[config.mk]
export PLATFORM = sky130hd
export DESIGN_NAME = dbgs_top
export DESIGN_NICKNAME = d
export VERILOG_FILES = /design/src/dbgs_pkg.sv /design/src/dbgs_power_good_output.sv /design/src/dbgs_top.sv
export VERILOG_INCLUDE_DIRS = /design/src /design/src/src
export SDC_FILE = /design/constraint.sdc
export NUM_CORES = 1
export LEC_CHECK = 0
export BUFFER_PORTS_ARGS = -buffer_cell sky130_fd_sc_hd__buf_2
export CAP_MARGIN = 5
export CORE_ASPECT_RATIO = 1.25
export CORE_UTILIZATION = 55
export CTS_BUF_LIST = sky130_fd_sc_hd__clkbuf_4
export DETAILED_ROUTE_END_ITERATION = 10
export HOLD_SLACK_MARGIN = 0.08
export MAX_ROUTING_LAYER = met4
export PLACE_DENSITY = 0.79
export SETUP_SLACK_MARGIN = 0.02
export SYNTH_ARGS = -nofsm -noshare
export SYNTH_HDL_FRONTEND = slang
export SYNTH_HIERARCHICAL = 1
export SYNTH_SLANG_ARGS = --single-unit
[constraint.sdc]
create_clock -name i_clk_sys -period 2.6 [get_ports i_clk_sys]
set_input_delay 0.13 -clock i_clk_sys [delete_from_list [all_inputs] [get_ports i_clk_sys]]
set_output_delay 0.13 -clock i_clk_sys [all_outputs]
set_load 0.005 [all_outputs]
[src/dbgs_map.svh]
// constants of the dual buck gate sequencer: clock, switching and timing figures
`ifndef DBGS_MAP_SVH
`define DBGS_MAP_SVH

// ----------------------------------------------------------------
// clocking
// ----------------------------------------------------------------
`define DBGS_CLK_HZ 100000000
`define DBGS_CLK_NS 10

// ----------------------------------------------------------------
// switching timing
// ----------------------------------------------------------------
`define DBGS_SW_HZ 550000
`define DBGS_NOV_NS 20
`define DBGS_PG_DELAY_NS 100000

// ----------------------------------------------------------------
// reset values
// ----------------------------------------------------------------
`define DBGS_RST_PHASE 8'h00
`define DBGS_RST_NOV 4'h0
`define DBGS_RST_PG_CNT 14'h0000

`endif

[src/dbgs_pkg.sv]
// types shared by the dual buck gate sequencer
package dbgs_pkg;

    // ----------------------------------------------------------------
    // per-channel gate sequencing states, one-hot
    // ----------------------------------------------------------------
    typedef enum logic [5:0] {
        ST_OFF     = 6'h01,
        ST_WAIT_HS = 6'h02,
        ST_HS      = 6'h04,
        ST_WAIT_LS = 6'h08,
        ST_LS      = 6'h10,
        ST_IDLE    = 6'h20
    } dbgs_gate_st_t;

    // ----------------------------------------------------------------
    // state of the top-level sequencer
    // ----------------------------------------------------------------
    typedef struct packed {
        logic [7:0] phase;
        logic [1:0][5:0] st;
        logic [1:0][3:0] nov;
        logic [1:0] hs;
        logic [1:0] ls;
        logic [1:0] ramp;
    } dbgs_seq_t;

    // ----------------------------------------------------------------
    // state of one power-good filter
    // ----------------------------------------------------------------
    typedef struct packed {
        logic [13:0] cnt;
        logic run;
        logic pull;
    } dbgs_pg_t;

endpackage : dbgs_pkg

[src/dbgs_power_good_output.sv]
// power-good glitch filter and open-drain control for one channel
`timescale 1ns/1ps
`include "dbgs_map.svh"

module dbgs_power_good_output #(
    parameter int PG_CYC = 10000
) (
    input wire logic i_clk_sys,
    input wire logic i_rstn,
    input wire logic i_run,
    input wire logic i_uv,
    output logic o_pg_out,
    output logic o_pg_oe_n
);

    dbgs_pkg::dbgs_pg_t s_q;
    dbgs_pkg::dbgs_pg_t s_d;

    // ----------------------------------------------------------------
    // next state
    // ----------------------------------------------------------------
    always_comb begin
        s_d = s_q;
        s_d.run = i_run;
        if (!i_run) begin
            // shutdown: release the pin
            s_d.pull = 1'b0;
            s_d.cnt = `DBGS_RST_PG_CNT;
        end else if (!s_q.run) begin
            // leaving shutdown: hold low until output valid
            s_d.pull = 1'b1;
            s_d.cnt = `DBGS_RST_PG_CNT;
        end else if (!i_uv) begin
            s_d.pull = 1'b0;
            s_d.cnt = `DBGS_RST_PG_CNT;
        end else if (s_q.cnt == 14'(PG_CYC)) begin
            // undervoltage held past the delay: pull the pin low
            s_d.pull = 1'b1;
        end else begin
            s_d.cnt = s_q.cnt + 14'h0001;
        end
    end

    // ----------------------------------------------------------------
    // state register
    // ----------------------------------------------------------------
    always_ff @(posedge i_clk_sys or negedge i_rstn) begin
        if (!i_rstn) begin
            s_q <= '0;
        end else begin
            s_q <= s_d;
        end
    end

    // open drain: never drives high
    assign o_pg_out = 1'b0;
    assign o_pg_oe_n = ~s_q.pull;

    // ----------------------------------------------------------------
    // checks
    // ----------------------------------------------------------------
    a_pg_shutdown_release: assert property (
        @(posedge i_clk_sys) disable iff (!i_rstn)
        !i_run |=> o_pg_oe_n
    ) else $error("power good not released in shutdown");

    a_pg_startup_low: assert property (
        @(posedge i_clk_sys) disable iff (!i_rstn)
        i_run && !$past(i_run) |=> !o_pg_oe_n
    ) else $error("power good not low on leaving shutdown");

    a_pg_short_glitch: assert property (
        @(posedge i_clk_sys) disable iff (!i_rstn)
        $fell(o_pg_oe_n) |-> !$past(s_q.run) || $past(s_q.cnt) == 14'(PG_CYC)
    ) else $error("power good pulled low before the delay");

endmodule : dbgs_power_good_output

[src/dbgs_top.sv]
// dual buck gate sequencer with power-good outputs
`timescale 1ns/1ps
`include "dbgs_map.svh"

module dbgs_top #(
    parameter int PG_CYC = (`DBGS_PG_DELAY_NS + `DBGS_CLK_NS - 1) / `DBGS_CLK_NS
) (
    input wire logic i_clk_sys,
    input wire logic i_rstn,
    input wire logic [1:0] i_run,
    input wire logic [1:0] i_pwm_end,
    input wire logic [1:0] i_feedback_sense_uv,
    input wire logic [1:0] i_zero_cross,
    input wire logic i_force_continuous_input_n,
    input wire logic i_fault,
    output logic [1:0] o_high_side_gate_drive,
    output logic [1:0] o_low_side_gate_drive,
    output logic [1:0] o_ramp_reset,
    output logic [1:0] o_power_good_output,
    output logic [1:0] o_power_good_output_oe_n
);

    // ----------------------------------------------------------------
    // derived cycle counts
    // ----------------------------------------------------------------
    localparam int PER_CYC = `DBGS_CLK_HZ / `DBGS_SW_HZ;
    localparam int HALF_CYC = PER_CYC / 2;
    localparam int NOV_CYC = (`DBGS_NOV_NS + `DBGS_CLK_NS - 1) / `DBGS_CLK_NS;
    localparam logic [7:0] PER_LAST = 8'(PER_CYC - 1);
    localparam logic [7:0] HALF_PH = 8'(HALF_CYC);
    localparam logic [3:0] NOV_LAST = 4'(NOV_CYC - 1);

    dbgs_pkg::dbgs_seq_t s_q;
    dbgs_pkg::dbgs_seq_t s_d;
    logic [1:0] tick;

    // ----------------------------------------------------------------
    // master clock ticks, channel 2 half a period behind
    // ----------------------------------------------------------------
    assign tick[0] = (s_q.phase == 8'h00);
    assign tick[1] = (s_q.phase == HALF_PH);

    // ----------------------------------------------------------------
    // next state
    // ----------------------------------------------------------------
    always_comb begin
        s_d = s_q;
        // one shared phase counter for both channels
        if (s_q.phase == PER_LAST) begin
            s_d.phase = `DBGS_RST_PHASE;
        end else begin
            s_d.phase = s_q.phase + 8'h01;
        end
        s_d.ramp = tick;
        for (int c = 0; c < 2; c++) begin
            if (i_fault || !i_run[c]) begin
                // shared fault or own shutdown: both switches off
                s_d.st[c] = dbgs_pkg::ST_OFF;
                s_d.hs[c] = 1'b0;
                s_d.ls[c] = 1'b0;
                s_d.nov[c] = `DBGS_RST_NOV;
            end else if (tick[c] && s_q.st[c] != dbgs_pkg::ST_HS) begin
                // new cycle: low side off first
                s_d.st[c] = dbgs_pkg::ST_WAIT_HS;
                s_d.ls[c] = 1'b0;
                s_d.hs[c] = 1'b0;
                s_d.nov[c] = `DBGS_RST_NOV;
            end else begin
                case (s_q.st[c])
                    dbgs_pkg::ST_WAIT_HS: begin
                        // nonoverlap before high side
                        if (s_q.nov[c] == NOV_LAST) begin
                            s_d.hs[c] = 1'b1;
                            s_d.st[c] = dbgs_pkg::ST_HS;
                        end else begin
                            s_d.nov[c] = s_q.nov[c] + 4'h1;
                        end
                    end
                    dbgs_pkg::ST_HS: begin
                        // pulse ends when the comparator trips
                        if (i_pwm_end[c]) begin
                            s_d.hs[c] = 1'b0;
                            s_d.st[c] = dbgs_pkg::ST_WAIT_LS;
                            s_d.nov[c] = `DBGS_RST_NOV;
                        end
                    end
                    dbgs_pkg::ST_WAIT_LS: begin
                        // nonoverlap before low side
                        if (s_q.nov[c] == NOV_LAST) begin
                            s_d.ls[c] = 1'b1;
                            s_d.st[c] = dbgs_pkg::ST_LS;
                        end else begin
                            s_d.nov[c] = s_q.nov[c] + 4'h1;
                        end
                    end
                    dbgs_pkg::ST_LS: begin
                        // without forced continuous, stop at current reversal
                        if (i_force_continuous_input_n && i_zero_cross[c]) begin
                            s_d.ls[c] = 1'b0;
                            s_d.st[c] = dbgs_pkg::ST_IDLE;
                        end
                    end
                    dbgs_pkg::ST_IDLE: begin
                        s_d.st[c] = dbgs_pkg::ST_IDLE;
                    end
                    default: begin
                        // off: wait for the channel's tick
                        s_d.st[c] = dbgs_pkg::ST_OFF;
                        s_d.hs[c] = 1'b0;
                        s_d.ls[c] = 1'b0;
                    end
                endcase
            end
        end
    end

    // ----------------------------------------------------------------
    // state register
    // ----------------------------------------------------------------
    always_ff @(posedge i_clk_sys or negedge i_rstn) begin
        if (!i_rstn) begin
            s_q.phase <= `DBGS_RST_PHASE;
            s_q.st <= {dbgs_pkg::ST_OFF, dbgs_pkg::ST_OFF};
            s_q.nov <= {`DBGS_RST_NOV, `DBGS_RST_NOV};
            s_q.hs <= 2'h0;
            s_q.ls <= 2'h0;
            s_q.ramp <= 2'h0;
        end else begin
            s_q <= s_d;
        end
    end

    // gate drives from flip-flops
    assign o_high_side_gate_drive = s_q.hs;
    assign o_low_side_gate_drive = s_q.ls;
    assign o_ramp_reset = s_q.ramp;

    // ----------------------------------------------------------------
    // power-good per channel, independent filters
    // ----------------------------------------------------------------
    for (genvar g = 0; g < 2; g++) begin : g_pg
        dbgs_power_good_output #(
            .PG_CYC(PG_CYC)
        ) u_pg (
            .i_clk_sys(i_clk_sys),
            .i_rstn(i_rstn),
            .i_run(i_run[g]),
            .i_uv(i_feedback_sense_uv[g]),
            .o_pg_out(o_power_good_output[g]),
            .o_pg_oe_n(o_power_good_output_oe_n[g])
        );
    end

    // ----------------------------------------------------------------
    // checks
    // ----------------------------------------------------------------
    a_no_shoot_through: assert property (
        @(posedge i_clk_sys) disable iff (!i_rstn)
        !(s_q.hs[0] && s_q.ls[0]) && !(s_q.hs[1] && s_q.ls[1])
    ) else $error("high and low side on together");

    a_hs_after_gap: assert property (
        @(posedge i_clk_sys) disable iff (!i_rstn)
        $rose(o_high_side_gate_drive[0]) |-> $past(!o_low_side_gate_drive[0], 1)
            && $past(!o_low_side_gate_drive[0], 2)
    ) else $error("high side on without nonoverlap gap");

    a_ls_after_gap: assert property (
        @(posedge i_clk_sys) disable iff (!i_rstn)
        $rose(o_low_side_gate_drive[1]) |-> $past(!o_high_side_gate_drive[1], 1)
            && $past(!o_high_side_gate_drive[1], 2)
    ) else $error("low side on without nonoverlap gap");

    a_cycle_period: assert property (
        @(posedge i_clk_sys) disable iff (!i_rstn)
        o_ramp_reset[0] |-> ##181 o_ramp_reset[0]
    ) else $error("master clock period wrong");

    a_half_phase: assert property (
        @(posedge i_clk_sys) disable iff (!i_rstn)
        o_ramp_reset[0] |-> ##1 !o_ramp_reset[1] ##89 o_ramp_reset[1]
    ) else $error("channel 2 not half a period behind");

    a_hs_on_tick: assert property (
        @(posedge i_clk_sys) disable iff (!i_rstn)
        o_ramp_reset[0] && $past(i_run[0] && !i_fault) && i_run[0] && !i_fault
            ##1 i_run[0] && !i_fault |=> o_high_side_gate_drive[0]
    ) else $error("high side not on two cycles after tick");

    a_hs_off_pulse: assert property (
        @(posedge i_clk_sys) disable iff (!i_rstn)
        o_high_side_gate_drive[0] && i_pwm_end[0] && !tick[0] |=> !o_high_side_gate_drive[0]
    ) else $error("high side stays on after pulse end");

    a_fault_both_off: assert property (
        @(posedge i_clk_sys) disable iff (!i_rstn)
        i_fault |=> o_high_side_gate_drive == 2'h0 && o_low_side_gate_drive == 2'h0
    ) else $error("fault did not stop both channels");

endmodule : dbgs_top

==> impl_metrics.env, run 1 <==
export IMPL_grt_pass1_wl_um=12800
export IMPL_nets=447
export IMPL_antenna_found_initial=0
export IMPL_ant_nets=0
export IMPL_synth_seq_cells=66
export IMPL_ctsHoldBuffers=7
export IMPL_critPathMaxFanout=8
export IMPL_numPortBuffers=19
export IMPL_min_path_type="input port to flop"
export IMPL_crit_chain="or3_1 > a211o_1 > a32oi_1 > nor2_1 > dlygate4sd3_1"
export IMPL_post_route_period_util_pct=82.9
export IMPL_dieHeight_um=95.3
export IMPL_layout_min_cycle_time_ps=2150
export IMPL_rsz0062_at_grt="no"
export IMPL_cts_buffer_depth=2
export IMPL_syn_avg_cell_area_um2=9.43
export IMPL_worst_setup_path_type="flop to flop"
export IMPL_r2r_slack_ps=450
export IMPL_grt_usage_pct=22.8
export IMPL_slowest_stage="dlygate4sd3_1"
export IMPL_synth_cell_type_count=58
export IMPL_placed_cell_area_mm2=0.00393
export IMPL_synthArstFlopShare_pct=100
export IMPL_hold_violations=0
export IMPL_critPathLaunch="s_q[28]"
export IMPL_first_global_vias=2909
export IMPL_cts_tree="done"
export IMPL_synthTopCellsByArea="dfrtp_1, nand2_1, ha_1"
export IMPL_synth_edf_count=0
export IMPL_tightestPinTransition_ps=727
export IMPL_nFillCells=561
export IMPL_die_width_um=76.6
export IMPL_drt_wl_total_um=7280
export IMPL_final_common_cell="dfrtp_1"
export IMPL_cp_start_kind="flop"
export IMPL_synth_area_mm2=0.00383
export IMPL_route_vias_total=3019
export IMPL_reg2regPathDepth=5
export IMPL_worstReg2RegStart="s_q[28]"
export IMPL_worst_path_buf_inv=1
export IMPL_regToRegEndpoint="s_q[23]"
export IMPL_power_density_mw_per_mm2=431
export IMPL_cp_depth=5
export IMPL_dieArea_mm2=0.00730
export IMPL_cts_root_buf="clkbuf_4"
export IMPL_place_ws_ps=635
export IMPL_drt_initial_drc_count=126
export IMPL_viasPerCell=5.85
export IMPL_max_freq_ghz=0.464
export IMPL_setup_tns_ps=0
export IMPL_outcome="finished, final reports clean"
export IMPL_synthFlopType="dfrtp_1"
export IMPL_diodes=0
export IMPL_seq_area_frac_synth_pct=43.2
export IMPL_ctsResizeCount=0
export IMPL_areaGrowthSynthToFinish_pct=8.11
export IMPL_initial_core_util_pct=57.6
export IMPL_fin_ws_ps=445
export IMPL_crit_family="buffers and inverters"
export IMPL_drive_gt1_share_pct=12.1
export IMPL_cp_end_kind="flop"
export IMPL_io_pin_count=22
export IMPL_post_cts_buffers=0
export IMPL_synth_largest_area_cell="dfrtp_1"
export IMPL_grt_max_degree=36
export IMPL_first_pass_iters=4
export IMPL_dp_hpwl_um=5240
export IMPL_cts_sinks=66
export IMPL_syn_inst=406
export IMPL_yosysWarnings=6
export IMPL_synth_top_area_share_pct=41.8
export IMPL_critPathCapture="s_q[23]"
export IMPL_wire_per_inst_um=14.1
export IMPL_crit_arrival_ps=2440
export IMPL_core_area_mm2=0.00665
export IMPL_drc=0
export IMPL_clock_latency_ps=400
export IMPL_clkSlewWorstSetupHoldPaths_ps=110
export IMPL_required_ps=2890
export IMPL_grt_ovfl_total=0
export IMPL_slew_violations=0
export IMPL_syn_num_nets=429
export IMPL_maxCapViolations=0
export IMPL_cp_slowest_stage_delay_ps=550
export IMPL_cts_buffers=9
export IMPL_place_congestion=0.881
export IMPL_ir_drop_v=0.000497
export IMPL_setup_viol=0
export IMPL_mostFrequentLayoutCells="dfrtp_1, nand2_1, nor2_1, a21oi_1"
export IMPL_cts_max_level=3
export IMPL_p_leak_nw=1.59
export IMPL_design_area_mm2=0.00414
export IMPL_clock_skew_ps=21.1
export IMPL_num_rows=33
export IMPL_slew_headroom_pct=51.5
## logic make-up after synthesis
kind of cell / after synthesis / share of synthesized area, %
AO/OA/AOI/OAI: 85 / 14.2
XOR/XNOR: 21 / 4.81
adder cells (fa/ha/maj): 11 / 3.60
buffers and inverters: 39 / 5.03
flip-flops: 66 / 43.2
multiplexers: 6 / 1.57
other: 2 / 0.196
AND/OR/NAND/NOR: 176 / 27.4
## report_power, final
| group | internal [mW] | switching [mW] |
|---|---|---|
| registers | 1.03 | 0.00491 |
| logic | 0.0273 | 0.0489 |
| clock network | 0.289 | 0.384 |
## per-layer routing
metal	share of wire, %	vias up	track usage, %
met5	0	-	-
met4	1.4	0	8.65
met3	2.2	8	3.73
met2	50	48	38.7
met1	46	1445	27.5
li1	-	1518	-
## cell type report
type / instances / area, µm² / share of cell area, %
Clock buffer: 9 / 67.6 / 1.63
Clock inverter: 7 / 70.1 / 1.69
Inverter: 19 / 71.3 / 1.72
Multi-Input combinational cell: 301 / 1980 / 47.9
Sequential cell: 66 / 1650 / 40.0
Tap cell: 87 / 109 / 2.63
Timing Repair Buffer: 27 / 185 / 4.48
## cells in the mapped netlist, types with 2 or more instances
| cell type | number |
|---|---|
| nand4b_1 | 3 |
| inv_1 | 19 |
| nor2b_1 | 4 |
| or4_1 | 10 |
| nor4_4 | 3 |
| nand2_1 | 38 |
| o31ai_1 | 11 |
| nor4b_1 | 3 |
| mux2i_1 | 6 |
| a211oi_1 | 7 |
| nor2_1 | 26 |
| buf_2 | 7 |
| o21ai_0 | 16 |
| clkbuf_1 | 4 |
| dfstp_2 | 2 |
| and3_1 | 4 |
| xnor2_1 | 8 |
| nand3b_1 | 8 |
| nand4_1 | 11 |
| xor2_1 | 13 |
| o21ai_1 | 2 |
| conb_1 | 2 |
| ha_1 | 11 |
| o211ai_1 | 3 |
| or3_1 | 9 |
| nand2b_1 | 7 |
| a211o_1 | 3 |
| nor3_1 | 7 |
| and2_1 | 4 |
| nor4_1 | 7 |
| nand3_1 | 19 |
| dfrtp_1 | 64 |
| or4b_1 | 2 |
| o311a_1 | 2 |
| or4_4 | 3 |
| buf_4 | 8 |
| or3b_2 | 3 |
| a31oi_1 | 2 |
| a21oi_1 | 26 |
## state kept, by name (all words and copies together), names as in the netlist
signal,cells
s_q,28
o_low_side_gate_drive,2
o_high_side_gate_drive,2
g_pg.u_pg/s_q,32
o_ramp_reset,2
## metrics by stage
step	hold WS [ps]	instances	utilization [%]	power (mW)
floorplan	-166	406	-	1.08
detailed placement	236	493	59.1	1.13
CTS	94.2	516	62.2	1.81
finish	110	516	62.2	1.79
global route	98.7	516	62.2	1.87
global placement	233	493	59.1	1.13
## how the worst min path moves through the flow
stage / startpoint / endpoint / slack (ps) / cells after the start
6_report: i_feedback_sense_uv[0] / g_pg[0].u_pg/s_q[0] / 110 / 3
5_1_grt: i_feedback_sense_uv[0] / g_pg[0].u_pg/s_q[0] / 100 / 3
4_1_cts: i_feedback_sense_uv[0] / g_pg[0].u_pg/s_q[0] / 90 / 3
3_5_place_dp: i_rstn / g_pg[0].u_pg/s_q[3] / 240 / 1
3_3_place_gp: i_rstn / g_pg[0].u_pg/s_q[3] / 230 / 1
2_1_floorplan: i_rstn / g_pg[0].u_pg/s_q[0] / -170 / 0
## worst register-to-register path: cells and delay by family (launching register included)
kind | cells | cell delay [ps]
AOI/OAI and AO/OA | 2 | 520
buffers and inverters | 1 | 550
DFF | 1 | 470
and+or+nand+nor | 2 | 520
No activity file was read; power rests on OpenSTA's default activity.
==> run 2: changes to the inputs <==
==> constraint.sdc (replaced) <==
create_clock -name i_clk_sys -period 2.1 [get_ports i_clk_sys]
set_input_delay 0.105 -clock i_clk_sys [delete_from_list [all_inputs] [get_ports i_clk_sys]]
set_output_delay 0.105 -clock i_clk_sys [all_outputs]
set_load 0.005 [all_outputs]
==> impl_metrics.env, run 2 (synthesized netlist as in run 1, its figures left out) <==
export IMPL_outcome="finished, final reports clean"
export IMPL_utilization_pct=62.8
export IMPL_place_congestion=0.875
export IMPL_areaGrowthSynthToFinish_pct=8.99
export IMPL_grt_usage_pct=23.1
export IMPL_cts_buffer_depth=2
export IMPL_layout_min_cycle_time_ps=1970
export IMPL_nets=450
export IMPL_grt_pass1_wl_um=13000
export IMPL_setup_viol=0
export IMPL_critPathMaxFanout=5
export IMPL_mostFrequentLayoutCells="dfrtp_1, nand2_1, nor2_1, a21oi_1"
export IMPL_drc=0
export IMPL_largest_reg_flops=32
export IMPL_rsz0062_at_grt="no"
export IMPL_first_pass_iters=4
export IMPL_crit_family="simple AND/OR/NAND/NOR gates"
export IMPL_clkSlewWorstSetupHoldPaths_ps=110
export IMPL_clock_latency_ps=410
export IMPL_crit_arrival_ps=2270
export IMPL_dieHeight_um=95.3
export IMPL_slew_headroom_pct=63.8
export IMPL_crit_chain="inv_1 > ha_1 > or3b_2 > a211o_1 > nand3_2 > o21bai_1 > a21o_1"
export IMPL_ir_drop_v=0.000474
export IMPL_die_width_um=76.6
export IMPL_max_freq_ghz=0.506
export IMPL_worst_path_buf_inv=1
export IMPL_cp_end_kind="flop"
export IMPL_worst_setup_path_type="flop to flop"
export IMPL_clock_skew_ps=17.4
export IMPL_min_path_type="input port to flop"
export IMPL_post_route_period_util_pct=94.0
export IMPL_grt_use_met2_pct=39.1
export IMPL_cts_max_level=3
export IMPL_cts_buffers=9
export IMPL_cts_sinks=66
export IMPL_io_pin_count=22
export IMPL_wire_per_inst_um=13.9
export IMPL_cts_root_buf="clkbuf_4"
export IMPL_numPortBuffers=19
export IMPL_route_vias_total=3070
export IMPL_antenna_found_initial=0
export IMPL_dp_hpwl_um=5250
export IMPL_first_global_vias=3003
export IMPL_diodes=0
export IMPL_core_area_mm2=0.00665
export IMPL_post_cts_buffers=0
export IMPL_slowest_stage="or3b_2"
export IMPL_slew_violations=0
export IMPL_met3_usage_pct=2.68
export IMPL_drt_wl_total_um=7240
export IMPL_required_ps=2400
export IMPL_drive_gt1_share_pct=12.5
export IMPL_dieArea_mm2=0.00730
export IMPL_p_leak_nw=1.63
export IMPL_top_register="g_pg.u_pg/s_q"
export IMPL_initial_core_util_pct=57.6
export IMPL_power_density_mw_per_mm2=553
export IMPL_final_common_cell="dfrtp_1"
export IMPL_cts_tree="done"
export IMPL_hold_violations=0
export IMPL_place_ws_ps=140
export IMPL_grt_max_degree=24
export IMPL_met1_usage_pct=27.8
export IMPL_cp_start_kind="flop"
export IMPL_num_rows=33
export IMPL_busiest_layer="met2"
export IMPL_top_regs="g_pg.u_pg/s_q x32, s_q x28"
export IMPL_tightestPinTransition_ps=537
export IMPL_viasPerCell=5.92
export IMPL_setup_tns_ps=0
export IMPL_cp_slowest_stage_delay_ps=490
export IMPL_fin_ws_ps=125
export IMPL_ant_nets=0
export IMPL_grt_ovfl_total=0
export IMPL_drt_initial_drc_count=142
export IMPL_maxCapViolations=0
[run 2: changes by cell type in the layout (fill, tap and decap cells not counted), sizes merged]
cell / change
clkinvlp: -4
buf: +2
clkinv: +3
bufinv: +1
dlygate4sd3: +1
[run 2: timing repair]
action	in CTS	in global routing
endpoints found under the hold margin	32	0
gates resized for setup	0	1
setup endpoints to repair	0	1
hold buffers	8	0
[run 2: path summary, 6_finish.rpt]
path,from,slack [ps],cells after the start,end
max,s_q[26],130,7,s_q[8]
min,i_zero_cross[0],130,4,s_q[18]
max reg2reg,s_q[26],130,7,s_q[8]
min reg2reg,s_q[26],470,1,s_q[26]
max in group asynchronous,i_rstn,1190,3,s_q[14]
min in group asynchronous,i_rstn,190,2,g_pg[0].u_pg/s_q[15]
[run 2: final cells by class]
type | count | area [µm²]
Multi-Input combinational cell | 301 | 1990
Fill cell | 583 | 2480
Tap cell | 87 | 109
Clock inverter | 7 | 83.8
Timing Repair Buffer | 30 | 198
Clock buffer | 9 | 67.6
Inverter | 19 | 71.3
Sequential cell | 66 | 1650
[run 2: tightest hold or removal path, delay by kind of cell]
family                 cells  cell delay, ps
AOI/OAI and AO/OA          2             240
buffers and inverters      1              70
and+or+nand+nor            1              60
[run 2: report_power, final]
part	internal, mW	total [mW]	switching, mW
Sequential	1.28	1.28	0.00614
Clock	0.471	0.927	0.455
Combinational	0.0364	0.0968	0.0604
Total	1.78	2.31	0.522
[run 2: layer usage]
| layer | part of all wire [%] | wire length, µm | vias up |
|---|---|---|---|
| li1 | - | - | 1521 |
| met2 | 50 | 3600 | 61 |
| met3 | 2.3 | 167 | 10 |
| met4 | 1.5 | 106 | 0 |
| met1 | 46 | 3360 | 1478 |
| met5 | 0 | 0 | - |
[run 2: through the flow]
step                hold slack, ps  cells  power [mW]  cell area, µm²
finish                         132    519        2.31            4170
global route                   155    519        2.39            4170
CTS                           96.2    519        2.33            4160
detailed placement            92.7    495        1.39            3930
global placement               102    495        1.39            3930
floorplan                     -191    406        1.34            3830
==> run 3: changes to the inputs <==
--- a/config.mk
+++ b/config.mk
@@ -6,6 +6,7 @@
 export SDC_FILE = /design/constraint.sdc
 export NUM_CORES = 1
 export LEC_CHECK = 0
+export ABC_CLOCK_PERIOD_IN_PS = 2200
 export BUFFER_PORTS_ARGS = -buffer_cell sky130_fd_sc_hd__buf_2
 export CAP_MARGIN = 5
 export CORE_ASPECT_RATIO = 1.25
==> constraint.sdc (replaced) <==
create_clock -name i_clk_sys -period 2.2 [get_ports i_clk_sys]
set_input_delay 0.11 -clock i_clk_sys [delete_from_list [all_inputs] [get_ports i_clk_sys]]
set_output_delay 0.11 -clock i_clk_sys [all_outputs]
set_load 0.005 [all_outputs]
==> impl_metrics.env, run 3 (synthesized netlist as in run 1, its figures left out) <==
export IMPL_outcome="finished, final reports clean"
export IMPL_fin_ws_ps=110
export IMPL_drive_gt1_share_pct=13.5
export IMPL_drc=0
export IMPL_areaGrowthSynthToFinish_pct=9.81
export IMPL_viasPerCell=5.96
export IMPL_mostFrequentLayoutCells="dfrtp_1, nand2_1, nor2_1, a21oi_1"
export IMPL_cp_start_kind="flop"
export IMPL_worst_setup_path_type="flop to flop"
export IMPL_p_switching_mw=0.512
export IMPL_required_ps=2510
export IMPL_cts_buffers=9
export IMPL_die_width_um=76.6
export IMPL_setup_tns_ps=0
export IMPL_ir_drop_v=0.000433
export IMPL_dp_cells=494
export IMPL_critPathMaxFanout=4
export IMPL_ant_nets=0
export IMPL_clock_skew_ps=19.1
export IMPL_route_vias_total=3116
export IMPL_grt_max_degree=43
export IMPL_final_cells=523
export IMPL_dieArea_mm2=0.00730
export IMPL_reg2regPathDepth=7
export IMPL_cts_sinks=66
export IMPL_p_sw_share_pct=24.2
export IMPL_grt_use_met2_pct=39.0
export IMPL_p_leak_nw=1.63
export IMPL_first_global_vias=2962
export IMPL_nFillCells=557
export IMPL_layout_min_cycle_time_ps=2090
export IMPL_place_ws_ps=239
export IMPL_diodes=0
export IMPL_whs_ps=137
export IMPL_dp_hpwl_um=5220
export IMPL_maxCapViolations=0
export IMPL_met1_usage_pct=27.3
export IMPL_min_path_cells=4
export IMPL_num_rows=33
export IMPL_cts_tree="done"
export IMPL_post_route_period_util_pct=95.0
export IMPL_grt_pass1_wl_um=12900
export IMPL_met3_usage_pct=3.54
export IMPL_clockPowerShare_pct=37.6
export IMPL_min_path_type="input port to flop"
export IMPL_setup_viol=0
export IMPL_slew_headroom_pct=61.7
export IMPL_clock_latency_ps=420
export IMPL_drt_wl_total_um=7430
export IMPL_cp_end_kind="flop"
export IMPL_design_area_mm2=0.00420
export IMPL_final_common_cell="dfrtp_1"
export IMPL_grt_usage_pct=23.0
export IMPL_largest_reg_flops=32
export IMPL_busiest_layer="met2"
export IMPL_place_congestion=0.850
export IMPL_core_area_mm2=0.00665
export IMPL_power_density_mw_per_mm2=504
export IMPL_clkSlewWorstSetupHoldPaths_ps=120
export IMPL_numPortBuffers=19
export IMPL_cts_buffer_depth=2
export IMPL_placed_cell_area_mm2=0.00394
export IMPL_dieHeight_um=95.3
export IMPL_drt_initial_drc_count=174
export IMPL_hold_violations=0
export IMPL_wire_per_inst_um=14.2
export IMPL_antenna_found_initial=0
export IMPL_cts_max_level=3
export IMPL_first_pass_iters=4
export IMPL_p_comb_share_pct=4.5
export IMPL_seqPwrFrac_pct=57.9
export IMPL_slew_violations=0
export IMPL_grt_ovfl_total=0
export IMPL_power_internal_mw=1.60
export IMPL_cts_root_buf="clkbuf_4"
export IMPL_tightestPinTransition_ps=574
export IMPL_max_freq_ghz=0.479
export IMPL_multiInputGateArea_mm2=0.00199
export IMPL_top_regs="g_pg.u_pg/s_q x32, s_q x28"
export IMPL_seqCellArea_mm2=0.00166
export IMPL_top_register="g_pg.u_pg/s_q"
export IMPL_initial_core_util_pct=57.6
export IMPL_r2r_slack_ps=110
export IMPL_crit_arrival_ps=2400
export IMPL_io_pin_count=22
export IMPL_nets=454
==> run 3: cell count changes in the layout (fill, tap and decap cells not counted), moves of 2 or more <==
cell,change
clkinv_2,-3
clkinvlp_4,+2
buf_4,+2
dfrtp_2,+2
dfrtp_1,-2
==> run 3: worst max-delay path, stage by stage, from the launching register on <==
cell and delay (ps):
dfrtp_1 410, inv_1 110, ha_1 150, nand4_1 180, a211o_1 360, a32oi_1 170, nor2_1 60, dlygate4sd3_1 560
==> run 3: cell type report <==
cell class	instances	share of cell area, %
Clock inverter	6	1.37
Inverter	19	1.70
Timing Repair Buffer	34	5.78
Multi-Input combinational cell	301	47.4
Sequential cell	66	39.4
Tap cell	87	2.59
Clock buffer	10	1.79
==> run 3: path summary, 6_finish.rpt <==
| kind | from | end |
|---|---|---|
| max | s_q[26] | s_q[23] |
| min | i_zero_cross[1] | s_q[24] |
| max reg2reg | s_q[26] | s_q[23] |
| min reg2reg | s_q[26] | s_q[26] |
| max in group asynchronous | i_rstn | s_q[28] |
| min in group asynchronous | i_rstn | g_pg[0].u_pg/s_q[15] |
==> run 3: metal layers <==
layer  vias up  part of all wire, %
met2        62                   48
li1       1533                    -
met3        15                  3.0
met4         0                  1.6
met5         -                    0
met1      1506                   47
==> run 3: through the flow <==
step	util (%)	power (mW)
2_1_floorplan	-	1.28
6_report	63.2	2.12
4_1_cts	62.6	2.14
5_1_grt	63.2	2.20
3_3_place_gp	59.2	1.33
3_5_place_dp	59.2	1.33
==> run 3: repair_timing <==
item,in CTS,in global routing
endpoints found under the hold margin,36,0
buffers inserted,0,4
resized for setup,0,4
endpoints found under the setup margin,0,1
hold buffers,9,0
==> run 3: power by group through the flow <==
stage,registers (mW),logic [mW],clock network [mW]
final,1.22,0.0955,0.796
after global routing,1.23,0.108,0.861
after CTS,1.22,0.0971,0.815
after detailed placement,1.25,0.0861,0
after global placement,1.25,0.0846,0
after floorplan,1.25,0.0340,0
